File: src/pkg/dtc_pkg.sv
// Constants for the debug trace control block: register map, control bits, reset values.
// Assumes a 32-bit APB slave where each register index maps to byte address index*4.
package dtc_pkg;
  localparam int ADDR_W = 8;
  localparam int CADDR_W = 17;
  // Register indices as printed; byte address is four times the index
  localparam logic [ADDR_W-1:0] IDX_FIFO_EXT = 8'h0B;
  localparam logic [ADDR_W-1:0] IDX_CTRL = 8'h0C;
  localparam logic [ADDR_W-1:0] ADDR_FIFO_EXT = 8'h2C;
  localparam logic [ADDR_W-1:0] ADDR_CTRL = 8'h30;
  // Control field positions
  localparam int CTRL_EN_BIT = 7;
  localparam int CTRL_ARM_BIT = 6;
  localparam int CTRL_TAG_BIT = 5;
  localparam int CTRL_BRK_BIT = 4;
  localparam int CTRL_LOOP_BIT = 0;
  // FIFO extension field positions
  localparam int FX_PAGE_BIT = 7;
  localparam int FX_B16_BIT = 0;
  // Power-on values
  localparam logic [7:0] CTRL_RESET = 8'hC0;
  localparam logic [7:0] FX_RESET = 8'h00;
  // Paged word layout: page bits on top of the low CPU address bits
  localparam int PAGE_W = 3;
  localparam int LOW_ADDR_W = 14;
  // Event-only trigger mode codes
  localparam logic [3:0] TRG_EVONLY_B = 4'h3;
  localparam logic [3:0] TRG_A_THEN_EVONLY_B = 4'h4;
endpackage

File: src/design/dtc_top.sv
// Debug trace control: control and FIFO extension registers, arm and capture gating, break requests.
// Assumes APB master on clk, synchronous inputs, trigger/FIFO/comparator logic kept outside.
//
// The APB register port was chosen for this implementation.
`timescale 1ns/1ps
module dtc_top #(
  parameter int AW = dtc_pkg::CADDR_W
) (
  input wire logic clk,
  input wire logic rst,
  input wire logic psel,
  input wire logic penable,
  input wire logic pwrite,
  input wire logic [dtc_pkg::ADDR_W-1:0] paddr,
  input wire logic [31:0] pwdata,
  output logic [31:0] prdata,
  output logic pready,
  output logic pslverr,
  input wire logic secure,
  input wire logic soft_reset,
  input wire logic trig_begin,
  input wire logic [3:0] trig_mode,
  input wire logic trig_hit,
  input wire logic fifo_full,
  input wire logic cof_valid,
  input wire logic cof_paged,
  input wire logic [dtc_pkg::PAGE_W-1:0] cof_ppage,
  input wire logic [AW-1:0] cof_addr,
  input wire logic [AW-1:0] comp_c_addr,
  input wire logic comp_c_page,
  input wire logic comp_c_match,
  input wire logic head_adv,
  input wire logic head_page,
  input wire logic head_b16,
  output logic module_enable_bit,
  output logic armed,
  output logic break_req,
  output logic break_tag,
  output logic fifo_store,
  output logic [AW-1:0] fifo_word,
  output logic fifo_page,
  output logic comp_c_load,
  output logic [AW-1:0] comp_c_load_addr,
  output logic comp_c_load_page
);
  typedef struct packed {
    logic en;
    logic arm;
    logic tag;
    logic brk;
    logic loop;
    logic fx_page;
    logic fx_b16;
    logic storing;
    logic run_done;
    logic brk_req;
    logic brk_tag;
    logic store;
    logic [AW-1:0] word;
    logic page;
    logic load;
    logic [31:0] rdata;
  } dtc_state_t;

  localparam dtc_state_t ST_RESET = '{
    en: dtc_pkg::CTRL_RESET[dtc_pkg::CTRL_EN_BIT],
    arm: dtc_pkg::CTRL_RESET[dtc_pkg::CTRL_ARM_BIT],
    tag: dtc_pkg::CTRL_RESET[dtc_pkg::CTRL_TAG_BIT],
    brk: dtc_pkg::CTRL_RESET[dtc_pkg::CTRL_BRK_BIT],
    loop: dtc_pkg::CTRL_RESET[dtc_pkg::CTRL_LOOP_BIT],
    fx_page: dtc_pkg::FX_RESET[dtc_pkg::FX_PAGE_BIT],
    fx_b16: dtc_pkg::FX_RESET[dtc_pkg::FX_B16_BIT],
    default: '0
  };

  dtc_state_t st_r;
  dtc_state_t st_nxt;
  logic event_only;
  logic capture_ok;
  logic run_end;
  logic end_run_kind;
  logic cap_store;
  logic cap_load;
  logic [AW-1:0] cap_word;
  logic cap_page;
  logic wr_ctrl;

  function automatic logic is_mapped(input logic [dtc_pkg::ADDR_W-1:0] a);
    is_mapped = (a == dtc_pkg::ADDR_CTRL) || (a == dtc_pkg::ADDR_FIFO_EXT);
  endfunction

  function automatic logic [7:0] ctrl_image(input dtc_state_t s);
    ctrl_image = 8'h00;
    ctrl_image[dtc_pkg::CTRL_EN_BIT] = s.en;
    ctrl_image[dtc_pkg::CTRL_ARM_BIT] = s.arm;
    ctrl_image[dtc_pkg::CTRL_TAG_BIT] = s.tag;
    ctrl_image[dtc_pkg::CTRL_BRK_BIT] = s.brk;
    ctrl_image[dtc_pkg::CTRL_LOOP_BIT] = s.loop;
  endfunction

  assign event_only = (trig_mode == dtc_pkg::TRG_EVONLY_B) || (trig_mode == dtc_pkg::TRG_A_THEN_EVONLY_B);
  // Begin-trigger stores only after the trigger; end-trigger stores from arming
  assign capture_ok = st_r.en & st_r.arm & (trig_begin ? st_r.storing : 1'b1);
  assign run_end = st_r.en & st_r.arm & (trig_begin ? (st_r.storing & fifo_full) : trig_hit);
  assign end_run_kind = st_r.run_done & st_r.en & ~trig_begin;
  assign wr_ctrl = psel & penable & pwrite & (paddr == dtc_pkg::ADDR_CTRL);

  dtc_capture #(
    .AW(AW)
  ) u_capture (
    .clk(clk),
    .rst(rst),
    .capture_ok(capture_ok),
    .cof_valid(cof_valid),
    .loop_sel(st_r.loop),
    .event_only(event_only),
    .cof_paged(cof_paged),
    .cof_ppage(cof_ppage),
    .cof_addr(cof_addr),
    .comp_c_addr(comp_c_addr),
    .comp_c_page(comp_c_page),
    .do_store(cap_store),
    .do_load(cap_load),
    .word(cap_word),
    .word_page(cap_page)
  );

  always_comb begin
    st_nxt = st_r;
    st_nxt.brk_req = 1'b0;
    st_nxt.brk_tag = 1'b0;
    st_nxt.store = 1'b0;
    st_nxt.load = 1'b0;
    // Read data is captured in the setup cycle so it comes from a flop at access
    if (psel && !penable) begin
      st_nxt.rdata = 32'h0000_0000;
      if (paddr == dtc_pkg::ADDR_CTRL) begin
        st_nxt.rdata[7:0] = ctrl_image(st_r);
      end else if (paddr == dtc_pkg::ADDR_FIFO_EXT) begin
        st_nxt.rdata[dtc_pkg::FX_PAGE_BIT] = st_r.fx_page;
        st_nxt.rdata[dtc_pkg::FX_B16_BIT] = st_r.fx_b16;
      end
    end
    // Extension register writes fall through: read-only
    if (wr_ctrl) begin
      st_nxt.en = pwdata[dtc_pkg::CTRL_EN_BIT];
      st_nxt.arm = pwdata[dtc_pkg::CTRL_ARM_BIT];
      st_nxt.tag = pwdata[dtc_pkg::CTRL_TAG_BIT];
      st_nxt.brk = pwdata[dtc_pkg::CTRL_BRK_BIT];
      st_nxt.loop = pwdata[dtc_pkg::CTRL_LOOP_BIT];
      if (!pwdata[dtc_pkg::CTRL_ARM_BIT]) begin
        st_nxt.storing = 1'b0;
      end
    end
    if (st_r.en && st_r.arm && trig_begin && trig_hit) begin
      st_nxt.storing = 1'b1;
    end
    // Hardware end of run wins over a simultaneous software write
    if (run_end) begin
      st_nxt.arm = 1'b0;
      st_nxt.storing = 1'b0;
      st_nxt.run_done = 1'b1;
    end
    if (st_r.en && st_r.brk && (run_end || comp_c_match)) begin
      st_nxt.brk_req = 1'b1;
      st_nxt.brk_tag = st_r.tag;
    end
    if (cap_store) begin
      st_nxt.store = 1'b1;
      st_nxt.word = cap_word;
      st_nxt.page = cap_page;
    end
    if (cap_load) begin
      st_nxt.load = 1'b1;
    end
    if (head_adv) begin
      st_nxt.fx_page = head_page;
      st_nxt.fx_b16 = head_b16;
    end
    if (secure) begin
      st_nxt.en = 1'b0;
    end
    // Non-power-on reset: end-run kind keeps most state
    if (soft_reset) begin
      if (end_run_kind) begin
        st_nxt.arm = 1'b0;
        st_nxt.brk = 1'b0;
        st_nxt.storing = 1'b0;
        st_nxt.run_done = 1'b0;
        st_nxt.brk_req = 1'b0;
        st_nxt.brk_tag = 1'b0;
        st_nxt.store = 1'b0;
        st_nxt.load = 1'b0;
        st_nxt.en = st_r.en & ~secure;
        // Reset outranks a control write landing in the same cycle
        st_nxt.tag = st_r.tag;
        st_nxt.loop = st_r.loop;
        st_nxt.fx_page = st_r.fx_page;
        st_nxt.fx_b16 = st_r.fx_b16;
      end else begin
        st_nxt = ST_RESET;
        st_nxt.en = ST_RESET.en & ~secure;
      end
    end
  end

  always_ff @(posedge clk or posedge rst) begin
    if (rst) begin
      st_r <= ST_RESET;
    end else begin
      st_r <= st_nxt;
    end
  end

  assign prdata = st_r.rdata;
  assign pready = 1'b1;
  assign pslverr = psel & penable & ~is_mapped(paddr);
  assign module_enable_bit = st_r.en;
  assign armed = st_r.arm;
  assign break_req = st_r.brk_req;
  assign break_tag = st_r.brk_tag;
  assign fifo_store = st_r.store;
  assign fifo_word = st_r.word;
  assign fifo_page = st_r.page;
  assign comp_c_load = st_r.load;
  assign comp_c_load_addr = st_r.word;
  assign comp_c_load_page = st_r.page;
endmodule

File: src/design/dtc_capture.sv
// Capture qualifier: builds the FIFO word and applies loop suppression against comparator C.
// Assumes comparator C value and page qualifier come from outside; logic is combinational.
`timescale 1ns/1ps
module dtc_capture #(
  parameter int AW = dtc_pkg::CADDR_W
) (
  input wire logic clk,
  input wire logic rst,
  input wire logic capture_ok,
  input wire logic cof_valid,
  input wire logic loop_sel,
  input wire logic event_only,
  input wire logic cof_paged,
  input wire logic [dtc_pkg::PAGE_W-1:0] cof_ppage,
  input wire logic [AW-1:0] cof_addr,
  input wire logic [AW-1:0] comp_c_addr,
  input wire logic comp_c_page,
  output logic do_store,
  output logic do_load,
  output logic [AW-1:0] word,
  output logic word_page
);
  logic loop_on;
  logic hit;

  always_comb begin
    // Paged words carry page bits above the low CPU address bits
    if (cof_paged && !event_only) begin
      word = {cof_ppage, cof_addr[dtc_pkg::LOW_ADDR_W-1:0]};
    end else begin
      word = cof_addr;
    end
    word_page = cof_paged & ~event_only;
    loop_on = loop_sel & ~event_only;
    hit = (word == comp_c_addr) && (word_page == comp_c_page);
    do_store = capture_ok & cof_valid & ~(loop_on & hit);
    do_load = capture_ok & cof_valid & loop_on & ~hit;
  end
endmodule

File: config.mk
export PLATFORM = sky130hd
export DESIGN_NAME = dtc_top
export DESIGN_NICKNAME = d
export VERILOG_FILES = /design/src/pkg/dtc_pkg.sv /design/src/design/dtc_top.sv /design/src/design/dtc_capture.sv
export SDC_FILE = /design/constraint.sdc
export NUM_CORES = 1
export LEC_CHECK = 0
export BUFFER_PORTS_ARGS = -buffer_cell sky130_fd_sc_hd__buf_2
export CORE_ASPECT_RATIO = 0.75
export CORE_MARGIN = 3
export CORE_UTILIZATION = 46
export DETAILED_ROUTE_END_ITERATION = 10
export PLACE_DENSITY = 0.93
export SLEW_MARGIN = 20
export SYNTH_ARGS = -nofsm -noshare
export SYNTH_HDL_FRONTEND = slang
export SYNTH_SLANG_ARGS = --single-unit
export TNS_END_PERCENT = 100
File: constraint.sdc
create_clock -name clk -period 2.55 [get_ports clk]
set_input_delay 0.3825 -clock clk [delete_from_list [all_inputs] [get_ports clk]]
set_output_delay 0.3825 -clock clk [all_outputs]
set_load 0.03 [all_outputs]
== Word-level counts from Yosys, hierarchy flattened ==
Cells that the tools add are included.
Word-level totals
  register bits: 63
  bits of input ports: 98
  word-level logic and storage cells: 94
  output and inout bits: 76
Cells by class
  multiplexer cells: 24
  bitwise operators: 24
  reduce and logical (&&, ||, !) cells: 22
  equal/unequal tests: 8
Operators by type and width (count)
  two-way mux 32 bit: 2
  two-way mux 63 bit: 1
  two-way mux 19 bit: 1
  bitwise AND 1 bit: 18
  two-way mux 18 bit: 1
  == test 17 bit: 1
  two-way mux 17 bit: 1
  == test 8 x 6 -> 1 bit (second input constant): 2
  two-way mux 1 bit: 12
  two-way mux 12 bit: 1
  logical AND 1 bit: 8
  two-way mux 2 bit: 3
  two-way mux 6 bit: 1
  NOT 1 bit: 6
  AND reduction 2 bit: 3
  nonzero test 2 bit: 3
  nonzero test 3 bit: 2
  two-way mux 5 bit: 1
  == test 4 x 2 -> 1 bit (second input constant): 1
  == test 4 x 3 -> 1 bit (second input constant): 1
  inequality test 4 x 1 -> 1 bit (second input constant): 1
  nonzero test 4 bit: 1
  logical OR 1 bit: 3
  logical NOT 1 bit: 2
  2 further kinds: 2

== Logic depth before layout (Yosys ltp) ==
Gate-level depths: netlist of run 1.
  depth in word-level cells: 13
  gate-level depth with buffers: 9
  mapped depth without buffers: 7

== Cells and area by module ==
From an unflattened synthesis of run 1, not the netlist that was laid out.
Second synthesis, totals
  cells, all modules: 330
  area, all modules: 3384.5 µm²
By module, submodules not included
  dtc_top: cells an instance 282, times used 1, area an instance 2996.6 µm²
  dtc_capture: cells an instance 48, times used 1, area an instance 387.9 µm²

== Least setup slack after synthesis of run 1 ==
Ideal clock, no wire load.
  path type: input port to flip-flop
  start point: in trig_mode[1]
  end point: reg st_r, in the netlist comp_c_load_addr[10]
  buffers on the path: 2
  slack: -0.001 ns
  stages: 9
  setup time: 0.143 ns
  required time: 2.407 ns
  arrival time: 2.408 ns
  cells stage by stage: or4b_4 nand3_4 mux2i_1 a211o_1 or4_1 buf_4 buf_8 nand3_2 a21oi_2
RTL lines
  start, declared: line dtc_top.sv:22  | input wire logic [3:0] trig_mode,
  end signal, assigned: line dtc_top.sv:211  | st_r <= st_nxt;
  end, declared: line dtc_top.sv:76  | dtc_state_t st_r;

==> flow_summary.toml, run 1 <==
[run_status]
status = "completed"

[drt]
detail-route-antenna-nets = 0
wl_um = 8080
first_pass_iters = 4
vias = 2696
avgViaCountPerCell = 5.01
wl_per_cell_um = 15.0
drc = 0
drtIter0Drc = 145

[sta]
hold_viol_final = 0
slew_headroom_pct = 38.3
setup_ws_ns = 0.112
slew_viol_final = 0
fin_crit_sh_pct = 95.6
finalClockSkew_ns = 0.00916
setup_viol = 0
rsz0062_at_grt = "false"
period_needed_ns = 2.44
worstMarginPinSlew_ns = 0.925
setup_tns_ns = 0
clock.fmax_mhz = 410

[place]
port_buffers = 145
postPlaceCellArea_um2 = 3910
place_ws_ns = -0.224
hpwl_um = 6300
globalplace.congestion = 0.828

[setup_path]
path_class = "input pin to flop"
worst_path_largest_cell_delay_ns = 0.57
cp.arrival_ns = 2.63
regToRegEndpoint = "comp_c_load_addr[0]"
critPathRequiredTime_ns = 2.74
rrSetupSlack_ns = 0.88
cp_slowest_cell = "or4_1"
path_cells = "buf_2 > xnor2_1 > o211ai_1 > or4_1 > a211o_1 > or4_1 > buf_4 > nand3_1 > a21oi_1"
worstSetupEndpointType = "flop"
r2r-start = "st_r[58]"
crit_end = "comp_c_load_addr[0]"
worstPathMaxFanout = 14
path_common_cell = "or4_1"
startpoint_type = "input pin"
cp-startpoint = "cof_addr[13]"
rr_worst_depth = 5

[logic_synthesis]
ys_ff_latch = 63
yosys_warnings = 0
syn_inst = 332
yosysTopAreaCellShare_pct = 45.0
avgSynthCellArea_um2 = 10.2
synth_top_cell_by_area = "dfrtp_1"
synth_cell_types = 41
syn-num-nets = 430
async_reset_ff_share_pct = 100
seq_area_frac_synth_pct = 46.6
synth_area_leaders = "dfrtp_1 (45%), buf_4 (15%), and3_1 (5.5%)"
synth_edf_count = 0
syn_area_um2 = 3390
ys.flop_type = "dfrtp_1"

[finish]
final_core_util_pct = 58.8
antenna_cells = 0
final_layout_size_suffix_gt1_share_pct = 49.3
mostFrequentLayoutCell = "buf_2"
fillers = 617
design_area_um2 = 4110
layout_common_cells = "buf_2 (145), dfrtp_1 (61), and3_1 (30), buf_4 (29), xnor2_1 (17)"
nNetsFinal = 533
area_growth_pct = 21.2

[die]
fp-row-count = 26
start_util_pct = 48.5
die_y_um = 80.4
dieArea_um2 = 8450
fp.dieW_um = 105
ios = 174
core-area_um2 = 6990

[cts]
cts_buffers = 9
holdBufCountCts = 0
cts_root_buffer = "clkbuf_8"
post_cts_buffers = 0
clk-insertion-delay-late_ns = 0.33
cts_resized = 0
htreeDepth = 3
cts_tree = "done"
cts.path.max_buffers = 2
clkTransAtPathRegs_ns = 0.06
cts.sinks = 63

[power]
ir_drop_uv = 284
power_density_nw_per_um2 = 533
power_mw = 2.19
p_leak_nw = 2.25

[global_routing]
grt_pass1_wl_um = 12900
grt_max_degree = 33
antenna_found_initial = 0
grt_remaining_overflow = 0
first_global_vias = 2611
track_usage_pct = 19.2

[hold_path]
hold_class = "input pin to async pin"

[run]
maxCapViolations = 0
cell usage after synthesis, drive strengths merged, types with 3 or more instances:
| cell type | n |
|---|---|
| o21ai | 23 |
| buf | 73 |
| mux2i | 6 |
| a211oi | 3 |
| nor2 | 13 |
| clkbuf | 11 |
| and3 | 30 |
| a21oi | 22 |
| nand2 | 14 |
| a22oi | 4 |
| dfrtp | 61 |
| nand2b | 3 |
| xnor2 | 17 |
| nand4 | 5 |
| nand3 | 20 |
| nor4 | 3 |
critical path: cells and delay by family:
kind | cells | cell delay (ns)
buf+inv | 2 | 0.36
simple gates | 3 | 1.22
xor+xnor | 1 | 0.17
compound gates | 3 | 0.51
state kept, by name (all words and copies together), names as in the netlist:
signal             flops
comp_c_load_addr      17
st_r                   7
module_enable_bit      1
prdata                32
break_tag              1
armed                  1
break_req              1
comp_c_load_page       1
fifo_store             1
comp_c_load            1
worst min path at each step:
| stage | startpoint | end | cells after the start |
|---|---|---|---|
| floorplan | secure | module_enable_bit | 1 |
| global placement | st_r[54] | st_r[54] | 2 |
| detailed placement | prdata[12] | prdata[12] | 1 |
| CTS | secure | module_enable_bit | 2 |
| global route | secure | module_enable_bit | 2 |
| finish | rst | prdata[23] | 2 |
per-layer routing:
layer	vias to the layer above	global-route usage [%]	wire, um
met5	-	0	0
met4	0	6.42	86
met3	9	3.29	441
met2	97	31.8	4040
met1	1304	25.7	3510
li1	1286	-	-
logic make-up (layout without fill, tap and decap cells):
family / after synthesis / in the layout / share of synthesized area [%]
AO/OA/AOI/OAI: 58 / 58 / 10.7
multiplexers: 6 / 6 / 1.77
XOR/XNOR: 17 / 17 / 4.39
flip-flops: 63 / 63 / 46.6
AND/OR/NAND/NOR: 101 / 101 / 18.8
other: 1 / 1 / 0.111
buffers and inverters: 86 / 194 / 17.6
stage by stage:
step | cells | hold WS, ns
after floorplan | 332 | 0.412
after global placement | 522 | 0.482
after detailed placement | 522 | 0.490
after CTS | 538 | 0.143
after global routing | 538 | 0.158
final | 538 | 0.149
final cells by class:
cell class / instances / area, um^2 / area share, %
clock inverters: 3 / 42.5 / 1.04
well taps: 98 / 123 / 2.98
flip-flops and latches: 63 / 1580 / 38.4
multi-input cells: 183 / 1220 / 29.6
repair buffers: 176 / 983 / 23.9
inverters: 2 / 7.51 / 0.183
clock buffers: 13 / 159 / 3.87
power by group:
group | total (mW) | switching, mW | internal [mW]
clock | 0.864 | 0.360 | 0.504
combinational | 0.296 | 0.170 | 0.127
sequential | 1.03 | 0.0137 | 1.01
total | 2.19 | 0.543 | 1.65
(Power assumes the default switching activity.)
==> run 2: changes to the inputs <==
==> constraint.sdc (replaced) <==
create_clock -name clk -period 2.3 [get_ports clk]
set_input_delay 0.345 -clock clk [delete_from_list [all_inputs] [get_ports clk]]
set_output_delay 0.345 -clock clk [all_outputs]
set_load 0.03 [all_outputs]
==> run 2 against run 1 <==
The run now ends with negative setup slack left; register-to-register slack got worse by 0.36 ns; combinational power rose by 26%; sequential cell count did not move; die area did not move.
==> flow_summary.toml, run 2 (synthesis results as in run 1) <==
[run_status]
status = "finished, violations left"
violations = "negative setup slack"

[power]
power_density_nw_per_um2 = 563
power_mw = 2.48
p_leak_nw = 2.35
ir_drop_uv = 355

[global_routing]
grt_pass1_wl_um = 13300
track_usage_pct = 19.8
grt_remaining_overflow = 0
grt_max_degree = 36
antenna_found_initial = 0
use_met1_pct = 25.3
grtUsageMet2_pct = 34.6
first_global_vias = 2658
grtUsageMet3_pct = 3.94
busiest_layer = "met2"

[die]
start_util_pct = 48.5
ios = 174
fp.dieW_um = 105
core-area_um2 = 6990
fp-row-count = 26
die_y_um = 80.4
dieArea_um2 = 8450

[drt]
wl_per_cell_um = 15.6
vias = 2798
drtIter0Drc = 104
first_pass_iters = 4
detail-route-antenna-nets = 0
drc = 0
wl_um = 8540
avgViaCountPerCell = 5.12

[place]
port_buffers = 145
globalplace.congestion = 0.870
hpwl_um = 6390

[finish]
final_layout_size_suffix_gt1_share_pct = 56.7
mostFrequentLayoutCell = "buf_2"
fillers = 553
nNetsFinal = 541
area_growth_pct = 30.0
layout_common_cells = "buf_2 (142), dfrtp_1 (61), buf_4 (31), and3_1 (30)"
antenna_cells = 0
largest_reg_flops = 32

[sta]
clock.fmax_mhz = 427
setup_viol = 13
hold_viol_final = 0
slew_headroom_pct = 33.2
setup_ws_ns = -0.0419
period_needed_ns = 2.34
slew_viol_final = 0
holdWs_ns = 0.0920
rsz0062_at_grt = "true"
worstMarginPinSlew_ns = 1.00
fin_crit_sh_pct = 102
finalClockSkew_ns = 0.0127

[cts]
cts_buffers = 9
htreeDepth = 3
cts.sinks = 63
clk-insertion-delay-late_ns = 0.33
cts_tree = "done"
cts.path.max_buffers = 2
holdBufCountCts = 0
clkTransAtPathRegs_ns = 0.08
cts_root_buffer = "clkbuf_8"

[run]
maxCapViolations = 0

[setup_path]
cp.arrival_ns = 2.59
regToRegEndpoint = "prdata[31]"
rrSetupSlack_ns = 0.52
worstPathMaxFanout = 8
r2r-start = "module_enable_bit"
worstSetupEndpointType = "flop"
path_class = "input pin to flop"
rr_worst_depth = 4
startpoint_type = "input pin"
critPathRequiredTime_ns = 2.55

[hold_path]
hold_class = "input pin to async pin"
[run 2: cell count changes in the layout (fill, tap and decap cells not counted), moves of 3 or more]
cell / change
a21oi_1: -5
a21oi_2: +4
buf_2: -3
buf_6: +6
mux2i_1: -3
mux2i_4: +3
o21ai_1: -12
o21ai_2: +11
xnor2_1: -3
xnor2_2: +3
[run 2: how the worst max path moves through the flow]
| stage | startpoint | to | depth (start not counted) |
|---|---|---|---|
| floorplan | trig_mode[2] | comp_c_load_addr[10] | 9 |
| global placement | trig_mode[2] | comp_c_load_addr[16] | 9 |
| detailed placement | trig_mode[2] | comp_c_load_addr[16] | 9 |
| CTS | comp_c_addr[11] | comp_c_load_addr[16] | 9 |
| global route | trig_mode[3] | comp_c_load_page | 12 |
| finish | trig_mode[3] | comp_c_load_addr[4] | 12 |
[run 2: cell type report]
type                    count  area (um^2)  area share [%]
flip-flops and latches     63         1580            35.8
multi-input cells         183         1370            31.1
repair buffers            184         1120            25.4
clock buffers              10          138            3.12
well taps                  98          123            2.78
clock inverters             6         67.6            1.53
inverters                   2         7.51           0.170
[run 2: critical path, cell delays in order]
cell	delay [ns]
buf_6	0.09
or4b_4	0.55
nand3_4	0.19
buf_6	0.13
xnor2_2	0.05
a211o_1	0.31
buf_6	0.14
nor4_4	0.26
buf_6	0.17
clkbuf_16	0.17
o21ai_2	0.05
a21oi_1	0.13
[run 2: repair_timing]
action                                  4_1_cts  5_1_grt
endpoints found under the setup margin        0       18
resized for setup                             0       38
buffers inserted                              0        4
[run 2: where the power goes]
| part | switching, mW | total, mW | internal, mW |
|---|---|---|---|
| sequential | 0.0169 | 1.14 | 1.12 |
| combinational | 0.204 | 0.373 | 0.169 |
| clock | 0.432 | 0.967 | 0.535 |
[run 2: routing by layer]
layer	vias up	wire [um]
met1	1375	3600
met4	0	129
met2	107	4320
li1	1303	-
met3	13	496
met5	-	0
[run 2: through the flow]
step	setup WS [ns]	TNS, ns	instance area [um^2]	instances	utilization, %
3_5_place_dp	-0.335	-5.49	3940	524	56.4
5_1_grt	-0.0566	-0.728	4410	546	63.0
6_report	-0.0419	-0.217	4410	546	63.0
3_3_place_gp	-0.284	-4.10	3940	524	56.4
2_1_floorplan	-0.170	-2.13	3410	332	-
4_1_cts	0.0269	0	4150	540	59.3
==> run 3: changes to the inputs <==
--- a/config.mk
+++ b/config.mk
@@ -8,9 +8,9 @@
 export BUFFER_PORTS_ARGS = -buffer_cell sky130_fd_sc_hd__buf_2
 export CORE_ASPECT_RATIO = 0.75
 export CORE_MARGIN = 3
-export CORE_UTILIZATION = 46
+export CORE_UTILIZATION = 49
 export DETAILED_ROUTE_END_ITERATION = 10
-export PLACE_DENSITY = 0.93
+export PLACE_DENSITY = 0.95
 export SLEW_MARGIN = 20
 export SYNTH_ARGS = -nofsm -noshare
 export SYNTH_HDL_FRONTEND = slang
==> constraint.sdc (replaced) <==
create_clock -name clk -period 3 [get_ports clk]
set_input_delay 0.45 -clock clk [delete_from_list [all_inputs] [get_ports clk]]
set_output_delay 0.45 -clock clk [all_outputs]
set_load 0.03 [all_outputs]
==> run 3 against run 2 <==
The flow now finishes without violations; clock-buffer cell count rose by 3; first-iteration DRC count fell by 20%; worst hold slack improved by 0.13 ns; cell area fell by 11%; via count fell by 6.2%; sequential share of layout area rose by 4.4 points; non-clock buffer count fell by 31; worst setup slack improved by 0.48 ns; combinational power fell by 39%; utilization fell by 2.6 points; clock power fell by 8.0%.
==> flow_summary.toml, run 3 (synthesis results as in run 1) <==
[drt]
drc = 0
avgViaCountPerCell = 5.27
wl_per_cell_um = 15.9
vias = 2625
drtIter0Drc = 83
detail-route-antenna-nets = 0
first_pass_iters = 4
wl_um = 7900

[global_routing]
grt_max_degree = 46
first_global_vias = 2591
grt_pass1_wl_um = 12900
track_usage_pct = 20.6
grt_remaining_overflow = 0
antenna_found_initial = 0

[power]
ir_drop_uv = 217
p_leak_nw = 2.15
power_density_nw_per_um2 = 506
power_mw = 1.99

[place]
place_inst = 482
hpwl_um = 6000
port_buffers = 145
globalplace.congestion = 0.872

[finish]
nNetsFinal = 510
largest_reg_flops = 32
area_growth_pct = 15.9
mostFrequentLayoutCell = "buf_2"
fin_cells = 498
fillers = 558
layout_common_cells = "buf_2 (145), dfrtp_1 (61), and3_1 (30), xnor2_1 (17), o21ai_1 (16)"
final_layout_size_suffix_gt1_share_pct = 46.3
antenna_cells = 0

[setup_path]
worstPathMaxFanout = 17
worstSetupEndpointType = "flop"
startpoint_type = "input pin"
cp-startpoint = "comp_c_page"
r2r-start = "module_enable_bit"
critPathRequiredTime_ns = 3.19
path_class = "input pin to flop"
cp.arrival_ns = 2.76

[sta]
slew_viol_final = 0
period_needed_ns = 2.56
slew_headroom_pct = 33.5
finalClockSkew_ns = 0.0103
setup_viol = 0
hold_viol_final = 0
fin_crit_sh_pct = 85.4
setup_tns_ns = 0
rsz0062_at_grt = "false"
holdWs_ns = 0.221
clock.fmax_mhz = 390
worstMarginPinSlew_ns = 0.997

[cts]
cts.sinks = 63
cts_buffers = 9
cts_tree = "done"
cts_resized = 0
cts.path.max_buffers = 2
cts_root_buffer = "clkbuf_8"
clk-insertion-delay-late_ns = 0.33
post_cts_buffers = 0
htreeDepth = 3
clkTransAtPathRegs_ns = 0.07
holdBufCountCts = 0

[die]
ios = 174
core-area_um2 = 6510
start_util_pct = 52.1
fp.dieW_um = 102
dieArea_um2 = 7960
fp-row-count = 25
die_y_um = 78.0

[run]
maxCapViolations = 0

[hold_path]
min_from = "secure"
hold_class = "input pin to flop"

[run_status]
status = "completed"
## run 3: changes by cell type in the layout (fill, tap and decap cells not counted), moves of 3 or more
cell      before  now
buf_6          6    0
buf_12         3    0
o21ai_2       11    0
buf_4         31    8
xnor2_1       14   17
clkbuf_1       0    3
o21ai_1        4   16
buf_2        142  145
xnor2_2        3    0
mux2i_1        3    6
a21oi_2       13    9
mux2i_4        3    0
a21oi_1        8   13
## run 3: power by group
| group | total (mW) | internal (mW) | switching [mW] |
|---|---|---|---|
| clock network | 0.890 | 0.576 | 0.313 |
| registers | 0.874 | 0.863 | 0.0113 |
| logic | 0.226 | 0.0868 | 0.139 |
| total | 1.99 | 1.53 | 0.464 |
## run 3: worst paths after layout
check	slack, ns	to	depth (start not counted)
hold / removal	0.22	module_enable_bit	2
hold reg to reg	0.50	prdata[11]	1
max in group asynchronous	1.97	comp_c_load_addr[10]	3
min in group asynchronous	0.33	prdata[6]	2
setup reg to reg	1.12	comp_c_load_addr[15]	3
setup / recovery	0.44	comp_c_load_addr[15]	9
## run 3: cell type report
cell class	instances	area [um^2]	share of cell area, %
clock buffer	13	149	3.79
clock inverter	3	90.1	2.29
timing repair buffer	153	786	20.0
multi-input combinational	183	1220	31.0
tap	81	101	2.58
sequential	63	1580	40.2
inverter	2	7.51	0.191
## run 3: worst max-delay path, stage by stage
cell	delay, ns
buf_2	0.11
mux2i_1	0.17
o211ai_1	0.11
or4_1	0.57
a211o_1	0.36
or4_1	0.51
buf_4	0.23
a21oi_1	0.18
a211oi_1	0.07
## run 3: routing by layer
layer / up-vias / global-route usage, % / share of wire [%]
met5: - / 0 / 0
met1: 1262 / 28.7 / 44
li1: 1244 / - / -
met3: 11 / 3.91 / 5.1
met2: 108 / 32.6 / 49
met4: 0 / 6.68 / 1.2
## run 3: metrics by stage
step           setup WS, ns  cell area (um^2)  util [%]
6_report              0.438              3930      60.4
5_1_grt               0.386              3930      60.4
4_1_cts               0.476              3930      60.4
3_5_place_dp          0.118              3690      56.7
3_3_place_gp          0.153              3690      56.7
2_1_floorplan         0.382              3390         -
